### src/logic/pdf_pkg.sv
package pdf_pkg;
  localparam int          NPINS          = 16;
  // register byte offsets on the apb window
  localparam logic [11:0] FUNC_SEL_OFF   = 12'h000;
  localparam logic [11:0] DIRECTION_OFF  = 12'h004;
  localparam logic [11:0] MODE_OFF       = 12'h008;
  localparam logic [11:0] PIN_STATE_OFF  = 12'h00c;
  localparam logic [15:0] FUNC_SEL_RST   = 16'h0000;
  localparam logic [15:0] DIRECTION_RST  = 16'h0000;
  localparam logic [1:0]  MODE_RST       = 2'h3;
  localparam int          MODE_LSB       = 0;

  typedef enum logic [1:0] {
    PDF_ROM_OFF_8  = 2'h0,
    PDF_ROM_OFF_16 = 2'h1,
    PDF_ROM_ON_EXT = 2'h2,
    PDF_SINGLE     = 2'h3
  } pdf_mode_t;

  typedef struct packed {
    logic [15:0] bus_sel;
    logic [15:0] gpio_oe;
    logic [15:0] gpio_out;
  } pdf_pin_ctl_t;
endpackage : pdf_pkg

### src/logic/pdf_pin_route.sv
`timescale 1ns/1ps
// per-pin routing between gpio and the external data bus
module pdf_pin_route (
  input  wire logic              pclk,
  input  wire logic              presetn,
  input  wire logic [15:0]       func_sel,
  input  wire logic [15:0]       direction,
  input  wire logic [15:0]       gpio_out,
  input  wire logic [1:0]        mode,
  input  wire logic [15:0]       bus_dout,
  input  wire logic              bus_drive,
  output pdf_pkg::pdf_pin_ctl_t  ctl_q,
  output logic [15:0]            pin_o_q,
  output logic [15:0]            pin_oe_q
);
  logic [15:0]           bus_sel;
  pdf_pkg::pdf_pin_ctl_t ctl_d;
  logic [15:0]           pin_o_d;
  logic [15:0]           pin_oe_d;

  // rom-off modes force the data bus, single chip forces gpio
  assign bus_sel = (mode == pdf_pkg::PDF_ROM_OFF_8 ||
                    mode == pdf_pkg::PDF_ROM_OFF_16) ? 16'hffff :
                   (mode == pdf_pkg::PDF_SINGLE)     ? 16'h0000 :
                   func_sel;

  assign ctl_d.bus_sel  = bus_sel;
  assign ctl_d.gpio_oe  = direction & ~bus_sel;
  assign ctl_d.gpio_out = gpio_out;
  // bit i of each vector touches only pin i
  assign pin_o_d  = (bus_sel & bus_dout) | (~bus_sel & gpio_out);
  assign pin_oe_d = (bus_sel & {16{bus_drive}}) | ctl_d.gpio_oe;

  always_ff @(posedge pclk or negedge presetn) begin
    if (!presetn) begin
      ctl_q    <= '0;
      pin_o_q  <= 16'h0000;
      pin_oe_q <= 16'h0000;
    end else begin
      ctl_q    <= ctl_d;
      pin_o_q  <= pin_o_d;
      pin_oe_q <= pin_oe_d;
    end
  end
endmodule : pdf_pin_route

### src/logic/pdf_top.sv
// Functional notes
// each function bit steers only its own pin; zero means gpio, zero at reset
// function bit n governs pin n, for bits 0 to 15
// set bit connects pin to data bus bit of same index, bidirectional
// rom-disabled modes use data bus on every pin regardless of bit
// single-chip mode keeps every pin as gpio regardless of bit
// function bits take effect only in rom-enabled extended mode
// power-on reset clears register; other resets leave it unchanged
// gpio pin direction follows direction register: one output, zero input
// reads return last written function bits whatever the mode
//
// Local design decisions: the register addresses and register access over APB.
`timescale 1ns/1ps
module pdf_top (
  input  wire logic        pclk,
  input  wire logic        presetn,
  input  wire logic        psel,
  input  wire logic        penable,
  input  wire logic        pwrite,
  input  wire logic [11:0] paddr,
  input  wire logic [31:0] pwdata,
  output logic [31:0]      prdata,
  output logic             pready,
  output logic             pslverr,
  input  wire logic [15:0] bus_dout,
  input  wire logic        bus_drive,
  output logic [15:0]      bus_din,
  input  wire logic [15:0] pin_i,
  output logic [15:0]      pin_o,
  output logic [15:0]      pin_oe,
  output logic [15:0]      gpio_in,
  output logic [15:0]      bus_sel
);
  logic [15:0]           func_q;
  logic [15:0]           dir_q;
  logic [15:0]           gout_q;
  logic [1:0]            mode_q;
  logic [15:0]           pin_s1_q;
  logic [15:0]           pin_s2_q;
  logic [15:0]           gpio_in_q;
  logic [15:0]           bus_din_q;
  logic [31:0]           prdata_q;
  logic                  pslverr_q;
  pdf_pkg::pdf_pin_ctl_t ctl;
  logic [15:0]           pin_o_w;
  logic [15:0]           pin_oe_w;

  wire        setup    = psel & ~penable;
  wire        acc      = psel & penable;
  wire        hit_func = paddr == pdf_pkg::FUNC_SEL_OFF;
  wire        hit_dir  = paddr == pdf_pkg::DIRECTION_OFF;
  wire        hit_mode = paddr == pdf_pkg::MODE_OFF;
  wire        hit_pins = paddr == pdf_pkg::PIN_STATE_OFF;
  wire        hit_data = paddr == pdf_pkg::PIN_STATE_OFF + 12'h004;
  wire        mapped   = hit_func | hit_dir | hit_mode | hit_pins | hit_data;
  wire        wr       = setup & pwrite & mapped;
  // read value: the stored function bits, never the overridden routing; pin state reads zero on bus_sel pins
  wire [31:0] rd_mux   =
      hit_func ? {16'h0000, func_q} :
      hit_dir  ? {16'h0000, dir_q}  :
      hit_mode ? {30'h00000000, mode_q} :
      hit_pins ? {16'h0000, gpio_in_q} :
      hit_data ? {16'h0000, gout_q} : 32'h00000000;

  // only presetn (power-on) clears; no other reset reaches these
  always_ff @(posedge pclk or negedge presetn) begin
    if (!presetn) begin
      func_q <= pdf_pkg::FUNC_SEL_RST;
      dir_q  <= pdf_pkg::DIRECTION_RST;
      gout_q <= 16'h0000;
      mode_q <= pdf_pkg::MODE_RST;
    end else if (wr) begin
      if (hit_func) func_q <= pwdata[15:0];
      if (hit_dir)  dir_q  <= pwdata[15:0];
      if (hit_data) gout_q <= pwdata[15:0];
      if (hit_mode) mode_q <= pwdata[pdf_pkg::MODE_LSB +: 2];
    end
  end

  // answer registered at setup, so every access is one wait-free cycle
  always_ff @(posedge pclk or negedge presetn) begin
    if (!presetn) begin
      prdata_q  <= 32'h00000000;
      pslverr_q <= 1'b0;
    end else if (setup) begin
      prdata_q  <= pwrite ? 32'h00000000 : rd_mux;
      pslverr_q <= ~mapped;
    end else if (!acc) begin
      pslverr_q <= 1'b0;
    end
  end

  // pins come from outside the clock domain
  always_ff @(posedge pclk or negedge presetn) begin
    if (!presetn) begin
      pin_s1_q  <= 16'h0000;
      pin_s2_q  <= 16'h0000;
      gpio_in_q <= 16'h0000;
      bus_din_q <= 16'h0000;
    end else begin
      pin_s1_q  <= pin_i;
      pin_s2_q  <= pin_s1_q;
      gpio_in_q <= pin_s2_q & ~ctl.bus_sel;
      bus_din_q <= pin_s2_q & ctl.bus_sel;
    end
  end

  pdf_pin_route u_route (
    .pclk      (pclk),
    .presetn   (presetn),
    .func_sel  (func_q),
    .direction (dir_q),
    .gpio_out  (gout_q),
    .mode      (mode_q),
    .bus_dout  (bus_dout),
    .bus_drive (bus_drive),
    .ctl_q     (ctl),
    .pin_o_q   (pin_o_w),
    .pin_oe_q  (pin_oe_w)
  );

  assign prdata  = prdata_q;
  assign pready  = 1'b1;
  assign pslverr = pslverr_q;
  assign pin_o   = pin_o_w;
  assign pin_oe  = pin_oe_w;
  assign gpio_in = gpio_in_q;
  assign bus_din = bus_din_q;
  assign bus_sel = ctl.bus_sel;
endmodule : pdf_top

### config.mk
export PLATFORM = sky130hd
export DESIGN_NAME = pdf_top
export DESIGN_NICKNAME = d
export VERILOG_FILES = /design/src/logic/pdf_pkg.sv /design/src/logic/pdf_pin_route.sv /design/src/logic/pdf_top.sv
export SDC_FILE = /design/constraint.sdc
export NUM_CORES = 1
export LEC_CHECK = 0
export BUFFER_PORTS_ARGS = -buffer_cell sky130_fd_sc_hd__buf_2
export CAP_MARGIN = 25
export CORE_UTILIZATION = 45
export DETAILED_ROUTE_END_ITERATION = 10
export GPL_ROUTABILITY_DRIVEN = 0
export PLACE_DENSITY = 0.66
export SYNTH_ARGS = -nofsm -noshare
export SYNTH_HDL_FRONTEND = slang
export SYNTH_HIERARCHICAL = 1
export SYNTH_SLANG_ARGS = --single-unit
### constraint.sdc
create_clock -name pclk -period 2.1 [get_ports pclk]
set_input_delay 0.105 -clock pclk [delete_from_list [all_inputs] [get_ports pclk]]
set_output_delay 0.105 -clock pclk [all_outputs]
set_load 0.01 [all_outputs]
# After elaboration in Yosys (flattened, before gate mapping)
# Cells that the tools add are included.
[totals]
memories = 0
out_inout_bits = 114
inputBits = 82
register_bits = 195
ram_bits = 0
mem_bits_ro = 0
word_cells = 57
latch_bits = 0
[op_classes]
addsub = 0
mux = 10
order_cmp = 0
n_bitwise = 20
multipliers = 0
reduce_logical = 7
n_eq_ne = 7
div_mod_pow = 0
shift = 0
[ops]
columns = ["cell", "count"]
rows = [
  ["$mux 16", 8],
  ["$and 16x16->16", 6],
  ["$not 16->16", 2],
  ["$or 16x16->16", 2],
  ["$eq 12x4->1 const B", 2],
  ["$eq 12x3->1 const B", 1],
  ["$eq 12x5->1 const B", 1],
  ["$logic_not 12->1", 1],
  ["$reduce_and 2->1", 4],
  ["$and 1x1->1", 4],
  ["$or 1x1->1", 4],
  ["$eq 2x1->1 const B", 1],
  ["$eq 2x2->1 const B", 1],
  ["$logic_not 2->1", 1],
  ["$mux 1", 2],
  ["$ne 2x2->1 const B", 1],
  ["$not 1->1", 2],
  ["$logic_or 1x1->1", 1],
]

# Longest topological paths before layout
# Gate-level depths: netlist of run 1.
[logic_depth]
depth_word = 7
depth_mapped = 6
mapped_depth_nobuf = 4

# By module
# Netlist of run 1, hierarchy kept.
[by_module_without_submodules]
columns = ["mod", "cells_per_inst", "area_per_inst_um2", "seq_area_each_um2", "instances"]
rows = [
  ["pdf_top", 378, 5142.4, 3280.6, 1],
  ["pdf_pin_route", 179, 2678.8, 2001.9, 1],
]

# Worst setup path after synthesis of run 1
# OpenSTA, ideal clock, no wires.
[synth_path]
path_kind = "input to register"
startpoint = "input paddr[10]"
endpoint = "register func_q[10]"
setup_ns = 0.125
slack_ns = 0.014
path_stages = 6
t_arrival_ns = 1.961
n_path_buf = 2
path_cell_list = "or4_4 -> or4_1 -> buf_4 -> nor3_4 -> buf_12 -> mux2_4"
[synth_between]
elab_chain_cells = 7
word_cells_on_any_way = 11
[synth_rtl]
columns = ["item", "line_no", "source"]
rows = [
  ["start: declaration", "pdf_top.sv:20", "input wire logic [11:0] paddr,"],
  ["$eq 12x3->1 / $logic_not 12->1 (equally long branches)", "pdf_top.sv:51, pdf_top.sv:50", ""],
  ["$or 1x1->1 (4 in series)", "pdf_top.sv:55", "wire mapped = hit_func | hit_dir | hit_mode | hit_pins | hit_data;"],
  ["$and 1x1->1", "pdf_top.sv:56", "wire wr = setup & pwrite & mapped;"],
  ["$reduce_and 2->1 (no line) *", "n/a", ""],
  ["end signal: assignment", "pdf_top.sv:68", "func_q <= pdf_pkg::FUNC_SEL_RST;"],
  ["end signal: assignment", "pdf_top.sv:73", "if (hit_func) func_q <= pwdata[15:0];"],
  ["end: declaration", "pdf_top.sv:34", "logic [15:0] func_q;"],
]
# Mark *: on every way between the ends. The rest lies on a longest branch, timed or not.
# A chain may end at the register's enable or synchronous reset.

# Worst setup path after layout of run 1
[layout_path]
startpoint = "input psel"
endpoint = "register func_q[3]"
[layout_between]
elab_chain_cells = 4
[layout_rtl]
columns = ["item", "line_no", "source"]
rows = [
  ["start: declaration", "pdf_top.sv:17", "input wire logic psel,"],
  ["$and 1x1->1", "pdf_top.sv:48", "wire setup = psel & ~penable;"],
  ["$and 1x1->1 (2 in series)", "pdf_top.sv:56", ""],
  ["$reduce_and 2->1 (no line)", "n/a", ""],
]
# Every way passes these cells.

==> qor.yml, run 1 <==
slowest_delay_ps: 520
crit_arrival_ps: 2210
setup_viol: 0
viasPerCell: 5.11
start_util_pct: 46.8
die_area_sq_mm: 0.0158
layout.nets: 809
setup_ws_ps: 201
num-fill-cells: 1148
dr.pass1.iters: 4
core_sq_mm: 0.0148
cp_max_fo: 16
syn_area_per_cell_sq_um: 14.0
diodes: 0
worst_pin_slew_ps: 565
end_kind: "flip-flop"
grt_overflow: 0
post-route-drc-count: 0
core.rowCount: 44
fin_tns_setup_ps: 0
clockRootBuffer: "clkbuf_16"
cp_slowest_cell: "dlygate4sd3_1"
path_class: "in2reg"
place_hpwl_um: 10600
place_area_sq_mm: 0.00804
outcome: "finished clean"
vias: 4720
required_ps: 2410
cts_tree: "yes"
yosys_warnings: 6
hold_class: "in2reg"
pin_count: 196
hold_viol: 0
wl_per_cell_um: 17.9
clock_sinks: 179
timing.rr.start: "mode_q[1]"
cts_max_path_buffers: 2
clk_pin_slew_ps: 70
finalCriticalPeriod_ps: 1900
io_buffers: 162
rrSetupSlack_ps: 390
crit_family: "buffers and inverters"
die_height_um: 126
grt_max_degree: 56
antenna_found_initial: 0
drt_iter0_drc: 199
holdWs_ps: 50.6
timing.critical_path.from: "psel"
maxSlewViolCount: 0
final_area_sq_mm: 0.00912
cts-htree-levels: 4
syn_area_sq_mm: 0.00690
crit_path_cell_trace: "dlygate4sd3_1, buf_2, nand2b_1, or4_1, buf_4, nor3_4, buf_12, mux2_2"
leakagePower_nw: 4.26
clock_latency_ps: 430
place_ws_ps: -74.4
ant_nets: 0
netlist_instances: 493
syn2layout_area_growth_pct: 32.1
cts_buffers: 17
final.period_utilization_pct: 90.4
rsz0062_at_grt: "no"
slew-limit-headroom_pct: 62.4
wl_um: 16500
grt_pass1_vias: 4919
p_per_area_mw_per_mm2: 774
grt_util_all_layers_pct: 22.1
ff_latch_area_sq_mm: 0.00448
vdd_drop_max_uv: 555
hp-start: "penable"
cap_violations: 0
fp.dieW_um: 126
skew_ps: 10.8
grt_pass1_wl_um: 26400
crit_path_start_kind: "input port"
drive_gt1_share_pct: 43.9
max_freq_mhz: 527
cp.buffers_inverters: 4
post-route-util_pct: 61.8
multi_input_area_sq_mm: 0.00219
-- worst min-delay path: cells and delay by family --
kind,cells,cell delay [ps]
AOI/OAI and AO/OA,1,160
buffers and inverters,2,130
and+or+nand+nor,1,50
-- per-layer routing --
metal | vias to the layer above | wire length [um] | GRT usage [%] | share of wire (%)
met5 | - | 0 | 0 | 0
met4 | 0 | 219 | 7.80 | 1.3
met3 | 19 | 813 | 5.27 | 4.9
met2 | 155 | 8490 | 37.9 | 51
met1 | 2378 | 6980 | 27.5 | 42
li1 | 2168 | - | - | -
-- repair_timing --
item | in CTS | in global routing
setup endpoints to repair | 0 | 0
hold endpoints to repair | 134 | 0
hold buffers | 50 | 0
setup buffers | 0 | 0
gates resized for setup | 0 | 0
-- path summary, 6_finish.rpt --
path | cells after the start | endpoint
min | 4 | pslverr
max reg2reg | 2 | u_route/pin_oe_q[4]
max | 8 | func_q[3]
min reg2reg | 0 | pin_s2_q[2]
max in group asynchronous | 3 | u_route/pin_oe_q[6]
min in group asynchronous | 2 | pin_s1_q[2]
-- cell type report --
type                       count  share of cell area (%)
inverter                      18                   0.741
sequential                   179                    49.1
clock buffer                  19                    4.97
timing repair buffer         237                    17.2
tap                          184                    2.52
multi-input combinational    274                    24.1
clock inverter                13                    1.36
-- cell usage in the layout, fill, tap and decap left out, types with 3 or more instances in the layout --
cell,instances
a22oi_1,15
a31oi_1,3
a32o_1,13
and2_1,16
buf_12,5
buf_2,161
buf_4,20
clkbuf_16,17
clkinv_4,3
clkinvlp_4,3
conb_1,17
dfrtp_1,177
dlygate4sd3_1,50
inv_1,18
inv_6,4
mux2_2,71
mux2_4,10
nand2_1,21
nand2b_1,14
nor2_1,4
nor2b_1,16
o21ai_0,34
o21ai_2,10
-- flip-flops by register name (all words and copies together) (netlist names) --
| signal | cells |
|---|---|
| dir_q | 16 |
| pin_s2_q | 16 |
| u_route/ctl_q | 16 |
| pin_s1_q | 16 |
| u_route/pin_o_q | 16 |
| bus_din | 16 |
| u_route/pin_oe_q | 16 |
| pslverr | 1 |
| func_q | 16 |
| gout_q | 16 |
| prdata | 16 |
| gpio_in | 16 |
| mode_q | 2 |
-- metrics by stage --
stage               instances  power [mW]
detailed placement        842        4.02
global route              924        7.33
global placement          842        4.01
CTS                       924        7.14
floorplan                 508        3.78
finish                    924        7.06
-- report_power, final --
part	internal, mW	switching [mW]	total, mW	leakage, nW
Combinational	0.216	0.251	0.467	1.76
Clock	1.71	1.32	3.04	0.277
Sequential	3.53	0.0244	3.55	2.22
Total	5.45	1.60	7.06	4.26
(Power assumes the default switching activity.)
==> run 2, diff against run 1 <==
Settings changed: BUFFER_PORTS_ARGS -buffer_cell sky130_fd_sc_hd__buf_2 to -buffer_cell sky130_fd_sc_hd__clkbuf_2.
==> run 2 against run 1 <==
Net effect:
- total power up 5.9%
- non-clock buffer count unchanged
- routed wire length down 0.28%
- clock-buffer cell count unchanged
- worst hold slack worse by 26 ps
- cell count down 0.11%
- critical path depth unchanged
- first-iteration DRC count up 13%
- sequential power about the same
- worst setup slack worse by 18 ps
- flip-flop and latch count unchanged
- clock skew up 0.71 ps
- critical path type unchanged
==> qor.yml, run 2 (synthesis results as in run 1) <==
place_hpwl_um: 10700  # was 10600 um
dp.cells: 843  # was 842
cts_tree: "yes"  # unchanged
post-route-drc-count: 0  # unchanged
clk_pin_slew_ps: 60  # was 70 ps
layout.cells.non_filler: 923  # was 924
p_int_mw: 5.91  # was 5.45 mW
diodes: 0  # unchanged
wl_per_cell_um: 17.8  # was 17.9 um
mostFrequentLayoutCell: "dfrtp_1"  # unchanged
cap_violations: 0  # unchanged
clock_latency_ps: 430  # about the same
skew_ps: 11.6  # was 10.8 ps
cp_max_fo: 16  # unchanged
p_per_area_mw_per_mm2: 814  # was 774 mW/mm^2
dr.pass1.iters: 4  # unchanged
cts_buffers: 17  # unchanged
ant_nets: 0  # unchanged
layout.nets: 809  # unchanged
rsz0062_at_grt: "no"  # unchanged
crit_path_start_kind: "input port"  # unchanged
grt_pass1_wl_um: 26400  # about the same
worst_pin_slew_ps: 668  # was 565 ps
final_cell_mix: "dfrtp_1, clkbuf_2, mux2_2"  # was dfrtp_1, buf_2, mux2_2
holdWs_ps: 24.7  # was 50.6 ps
wl_um: 16500  # about the same
leakagePower_nw: 4.31  # was 4.26 nW
outcome: "finished clean"  # unchanged
vdd_drop_max_uv: 586  # was 555 uV
post-route-util_pct: 62.3  # was 61.8%
max_freq_mhz: 522  # was 527 MHz
crit_arrival_ps: 2230  # was 2210 ps
drt_iter0_drc: 224  # was 199
setup_viol: 0  # unchanged
core.rowCount: 44  # unchanged
fp.dieW_um: 126  # unchanged
drive_gt1_share_pct: 44.0  # was 43.9%
setup_ws_ps: 183  # was 201 ps
postCtsSetupRepairBufs: 0  # unchanged
place_ws_ps: -59.8  # was -74.4 ps
clockRootBuffer: "clkbuf_16"  # unchanged
finalCriticalPeriod_ps: 1920  # was 1900 ps
grt_max_degree: 83  # was 56
clock_sinks: 179  # unchanged
final.period_utilization_pct: 91.3  # was 90.4%
clkPwrFrac_pct: 46.2  # was 43.0%
die_area_sq_mm: 0.0158  # unchanged
grt_util_all_layers_pct: 22.2  # was 22.1%
power_switching_mw: 1.56  # was 1.60 mW
grt_pass1_vias: 4898  # was 4919
p_seq_share_pct: 47.6  # was 50.4%
hold_class: "in2reg"  # unchanged
antenna_found_initial: 0  # unchanged
cts_max_path_buffers: 2  # unchanged
viasPerCell: 5.09  # was 5.11
io_buffers: 162  # unchanged
slew-limit-headroom_pct: 55.5  # was 62.4%
required_ps: 2420  # was 2410 ps
pin_count: 196  # unchanged
switching_share_pct: 20.9  # was 22.7%
end_kind: "flip-flop"  # unchanged
start_util_pct: 46.8  # unchanged
core_sq_mm: 0.0148  # unchanged
path_class: "in2reg"  # unchanged
grt_overflow: 0  # unchanged
cts-htree-levels: 4  # unchanged
maxSlewViolCount: 0  # unchanged
die_height_um: 126  # unchanged
fin_tns_setup_ps: 0  # unchanged
syn2layout_area_growth_pct: 33.1  # was 32.1%
combPwrFrac_pct: 6.2  # was 6.6%
vias: 4700  # was 4720
hold_viol: 0  # unchanged
## run 2: changes by cell type in the layout (fill, tap and decap cells not counted), moves of 2 or more
cell | before | now
buf_2 | 161 | 0
clkbuf_2 | 0 | 161
bufinv_16 | 1 | 5
clkinv_4 | 3 | 0
buf_4 | 20 | 22
inv_6 | 4 | 2
## run 2: area by class of cell
type	instances	area, sq um
Multi-Input combinational cell	274	2190
Inverter	18	67.6
Timing Repair Buffer	237	1560
Clock buffer	19	453
Tap cell	184	230
Clock inverter	12	203
Sequential cell	179	4480
Fill cell	1151	5570
## run 2: critical path, cell delays in order
cell	delay, ps
dlygate4sd3_1	530
clkbuf_2	120
nand2b_1	70
or4_1	510
buf_4	180
nor3_4	160
buf_12	210
mux2_2	350
## run 2: layer usage
metal / GRT usage [%] / vias to the layer above / wire length (um)
met3: 4.72 / 20 / 879
met1: 27.4 / 2356 / 6840
met2: 38.3 / 167 / 8440
met5: 0 / - / 0
li1: - / 2157 / -
met4: 8.79 / 0 / 305
## run 2: timing repair
item	4_1_cts	5_1_grt
endpoints found under the hold margin	155	0
hold buffers	49	0
gates resized for setup	0	0
setup endpoints to repair	0	0
## run 2: per-stage QoR
stage | instance area [sq um] | total power [mW]
2_1_floorplan | 6960 | 3.78
3_3_place_gp | 8040 | 4.01
3_5_place_dp | 8040 | 4.02
4_1_cts | 9190 | 7.55
5_1_grt | 9190 | 7.75
6_report | 9190 | 7.47
## run 2: worst paths after layout
path	to	slack, ps	start	cells past startpoint
setup / recovery	func_q[3]	180	psel	8
hold / removal	func_q[1]	20	pwdata[1]	2
hold reg to reg	pin_s2_q[8]	350	pin_s1_q[8]	0
min in group asynchronous	pin_s1_q[2]	240	presetn	2
max in group asynchronous	bus_din[9]	1110	presetn	3
setup reg to reg	u_route/pin_o_q[15]	420	mode_q[0]	2
## run 2: power by group through the flow
stage          sequential (mW)  combinational, mW  clock [mW]
2_1_floorplan             3.64              0.140           0
4_1_cts                   3.56              0.473        3.52
5_1_grt                   3.56              0.512        3.68
3_3_place_gp              3.62              0.390           0
3_5_place_dp              3.62              0.398           0
6_report                  3.56              0.466        3.45
==> run 3, diff against run 2 <==
Settings changed: HOLD_SLACK_MARGIN from default to 0.12.
==> run 3 against run 2 <==
Net effect:
- fmax rose by 0.49%
- critical endpoint unchanged
- critical path depth did not move
- cell count rose by 0.22%
- utilization rose by 0.14 points
- combinational power barely moved
- cell area rose by 0.22%
- flip-flop and latch count did not move
- sequential power barely moved
- critical path type unchanged
- routed wire length fell by 0.11%
- clock-buffer cell count did not move
==> qor.yml, run 3 (synthesis results as in run 1) <==
place_ws_ps: -59.8  # unchanged
clockRootBuffer: "clkbuf_16"  # unchanged
setup_viol: 0  # unchanged
setup_ws_ps: 192  # was 183 ps
rrSetupSlack_ps: 410  # was 420 ps
hold_end: "prdata[1]"  # was func_q[1]
cts_buffers: 17  # unchanged
postCtsSetupRepairBufs: 0  # unchanged
cap_violations: 0  # unchanged
place_hpwl_um: 10700  # unchanged
cts-htree-levels: 4  # unchanged
slew-limit-headroom_pct: 55.1  # was 55.5%
outcome: "finished clean"  # unchanged
max_freq_mhz: 524  # was 522 MHz
start_util_pct: 46.8  # unchanged
clock_latency_ps: 430  # about the same
timing.rr.start: "mode_q[0]"  # unchanged
hp-start: "paddr[0]"  # was pwdata[1]
final_area_sq_mm: 0.00921  # was 0.00919 sq mm
viasPerCell: 5.03  # was 5.09
cp_slowest_cell: "dlygate4sd3_1"  # unchanged
cts_max_path_buffers: 2  # unchanged
vias: 4654  # was 4700
crit_family: "buffers and inverters"  # unchanged
reg2reg_to: "u_route/pin_o_q[15]"  # unchanged
mostFrequentLayoutCell: "dfrtp_1"  # unchanged
io_buffers: 162  # unchanged
grt_pass1_vias: 4903  # was 4898
drt_iter0_drc: 216  # was 224
grt_overflow: 0  # unchanged
vdd_drop_max_uv: 587  # was 586 uV
slowest_delay_ps: 530  # about the same
fin_tns_setup_ps: 0  # unchanged
cp.depth: 8  # unchanged
hold_depth: 5  # was 2
grt_pass1_wl_um: 26400  # about the same
maxSlewViolCount: 0  # unchanged
wl_per_cell_um: 17.8  # about the same
antenna_found_initial: 0  # unchanged
crit_path_start_kind: "input port"  # unchanged
post-route-drc-count: 0  # unchanged
r2r_cells: 2  # unchanged
syn2layout_area_growth_pct: 33.4  # was 33.1%
hold_class: "in2reg"  # unchanged
final.period_utilization_pct: 90.8  # was 91.3%
leakagePower_nw: 4.32  # was 4.31 nW
worst_pin_slew_ps: 674  # was 668 ps
cp_max_fo: 16  # unchanged
wl_um: 16400  # was 16500 um
ctsHoldBuffers: 51  # was 49
rsz0062_at_grt: "no"  # unchanged
crit_arrival_ps: 2230  # about the same
end_kind: "flip-flop"  # unchanged
path_class: "in2reg"  # unchanged
core.rowCount: 44  # unchanged
drive_gt1_share_pct: 43.9  # was 44.0%
grt_max_degree: 83  # unchanged
required_ps: 2420  # about the same
cp.buffers_inverters: 4  # unchanged
hold_viol: 0  # unchanged
diodes: 0  # unchanged
clock_sinks: 179  # unchanged
place_area_sq_mm: 0.00804  # unchanged
fp.dieW_um: 126  # unchanged
pin_count: 196  # unchanged
p_per_area_mw_per_mm2: 813  # was 814 mW/mm^2
dr.pass1.iters: 4  # unchanged
skew_ps: 7.91  # was 11.6 ps
ant_nets: 0  # unchanged
crit_path_cell_trace: "dlygate4sd3_1, clkbuf_2, nand2b_1, or4_1, buf_4, nor3_4, buf_12, mux2_2"  # unchanged
layout.nets: 811  # was 809
grt_util_all_layers_pct: 22.2  # unchanged
cts-resized-gates: 0  # unchanged
finalCriticalPeriod_ps: 1910  # was 1920 ps
die_height_um: 126  # unchanged
clk_pin_slew_ps: 60  # about the same
final_cell_mix: "dfrtp_1, clkbuf_2, mux2_2"  # unchanged
die_area_sq_mm: 0.0158  # unchanged
core_sq_mm: 0.0148  # unchanged
cts_tree: "yes"  # unchanged
==> run 3: changes by cell type in the layout (fill, tap and decap cells not counted), sizes merged <==
cell / before / now
dlygate4sd3: 49 / 51
==> run 3: area by class of cell <==
cell class	count	area, sq um
inverters	18	67.6
repair buffers	239	1580
well taps	184	230
clock buffers	19	453
fillers	1148	5550
clock inverters	12	203
flip-flops and latches	179	4480
multi-input cells	274	2190
==> run 3: power breakdown <==
group | internal (mW) | leakage (nW) | total, mW | switching, mW
Combinational | 0.215 | 1.79 | 0.469 | 0.254
Clock | 2.17 | 0.308 | 3.46 | 1.29
Sequential | 3.53 | 2.22 | 3.56 | 0.0260
Total | 5.92 | 4.32 | 7.49 | 1.57
==> run 3: worst max path at each step <==
| stage | end | from |
|---|---|---|
| floorplan | func_q[10] | paddr[10] |
| global placement | func_q[4] | paddr[10] |
| detailed placement | func_q[3] | paddr[10] |
| CTS | func_q[3] | psel |
| global route | func_q[3] | psel |
| finish | func_q[3] | psel |
==> run 3: tightest hold or removal path: cells and delay by family <==
family	cells	cell delay (ps)
compound gates	3	220
buf+inv	1	150
simple gates	1	90
==> run 3: per-layer routing <==
| layer | up-vias | track usage, % | wire length [um] |
|---|---|---|---|
| met1 | 2319 | 27.5 | 6870 |
| met4 | 0 | 8.79 | 333 |
| met2 | 154 | 38.3 | 8370 |
| li1 | 2160 | - | - |
| met3 | 21 | 4.72 | 861 |
| met5 | - | 0 | 0 |
==> run 3: through the flow <==
stage                     util (%)  hold slack [ps]  cells  power (mW)
after detailed placement      54.5              197    843        4.02
final                         62.4              194    925        7.49
after global placement        54.5              187    843        4.01
after floorplan                  -             -191    508        3.78
after global routing          62.4              210    925        7.76
after CTS                     62.4              175    925        7.56
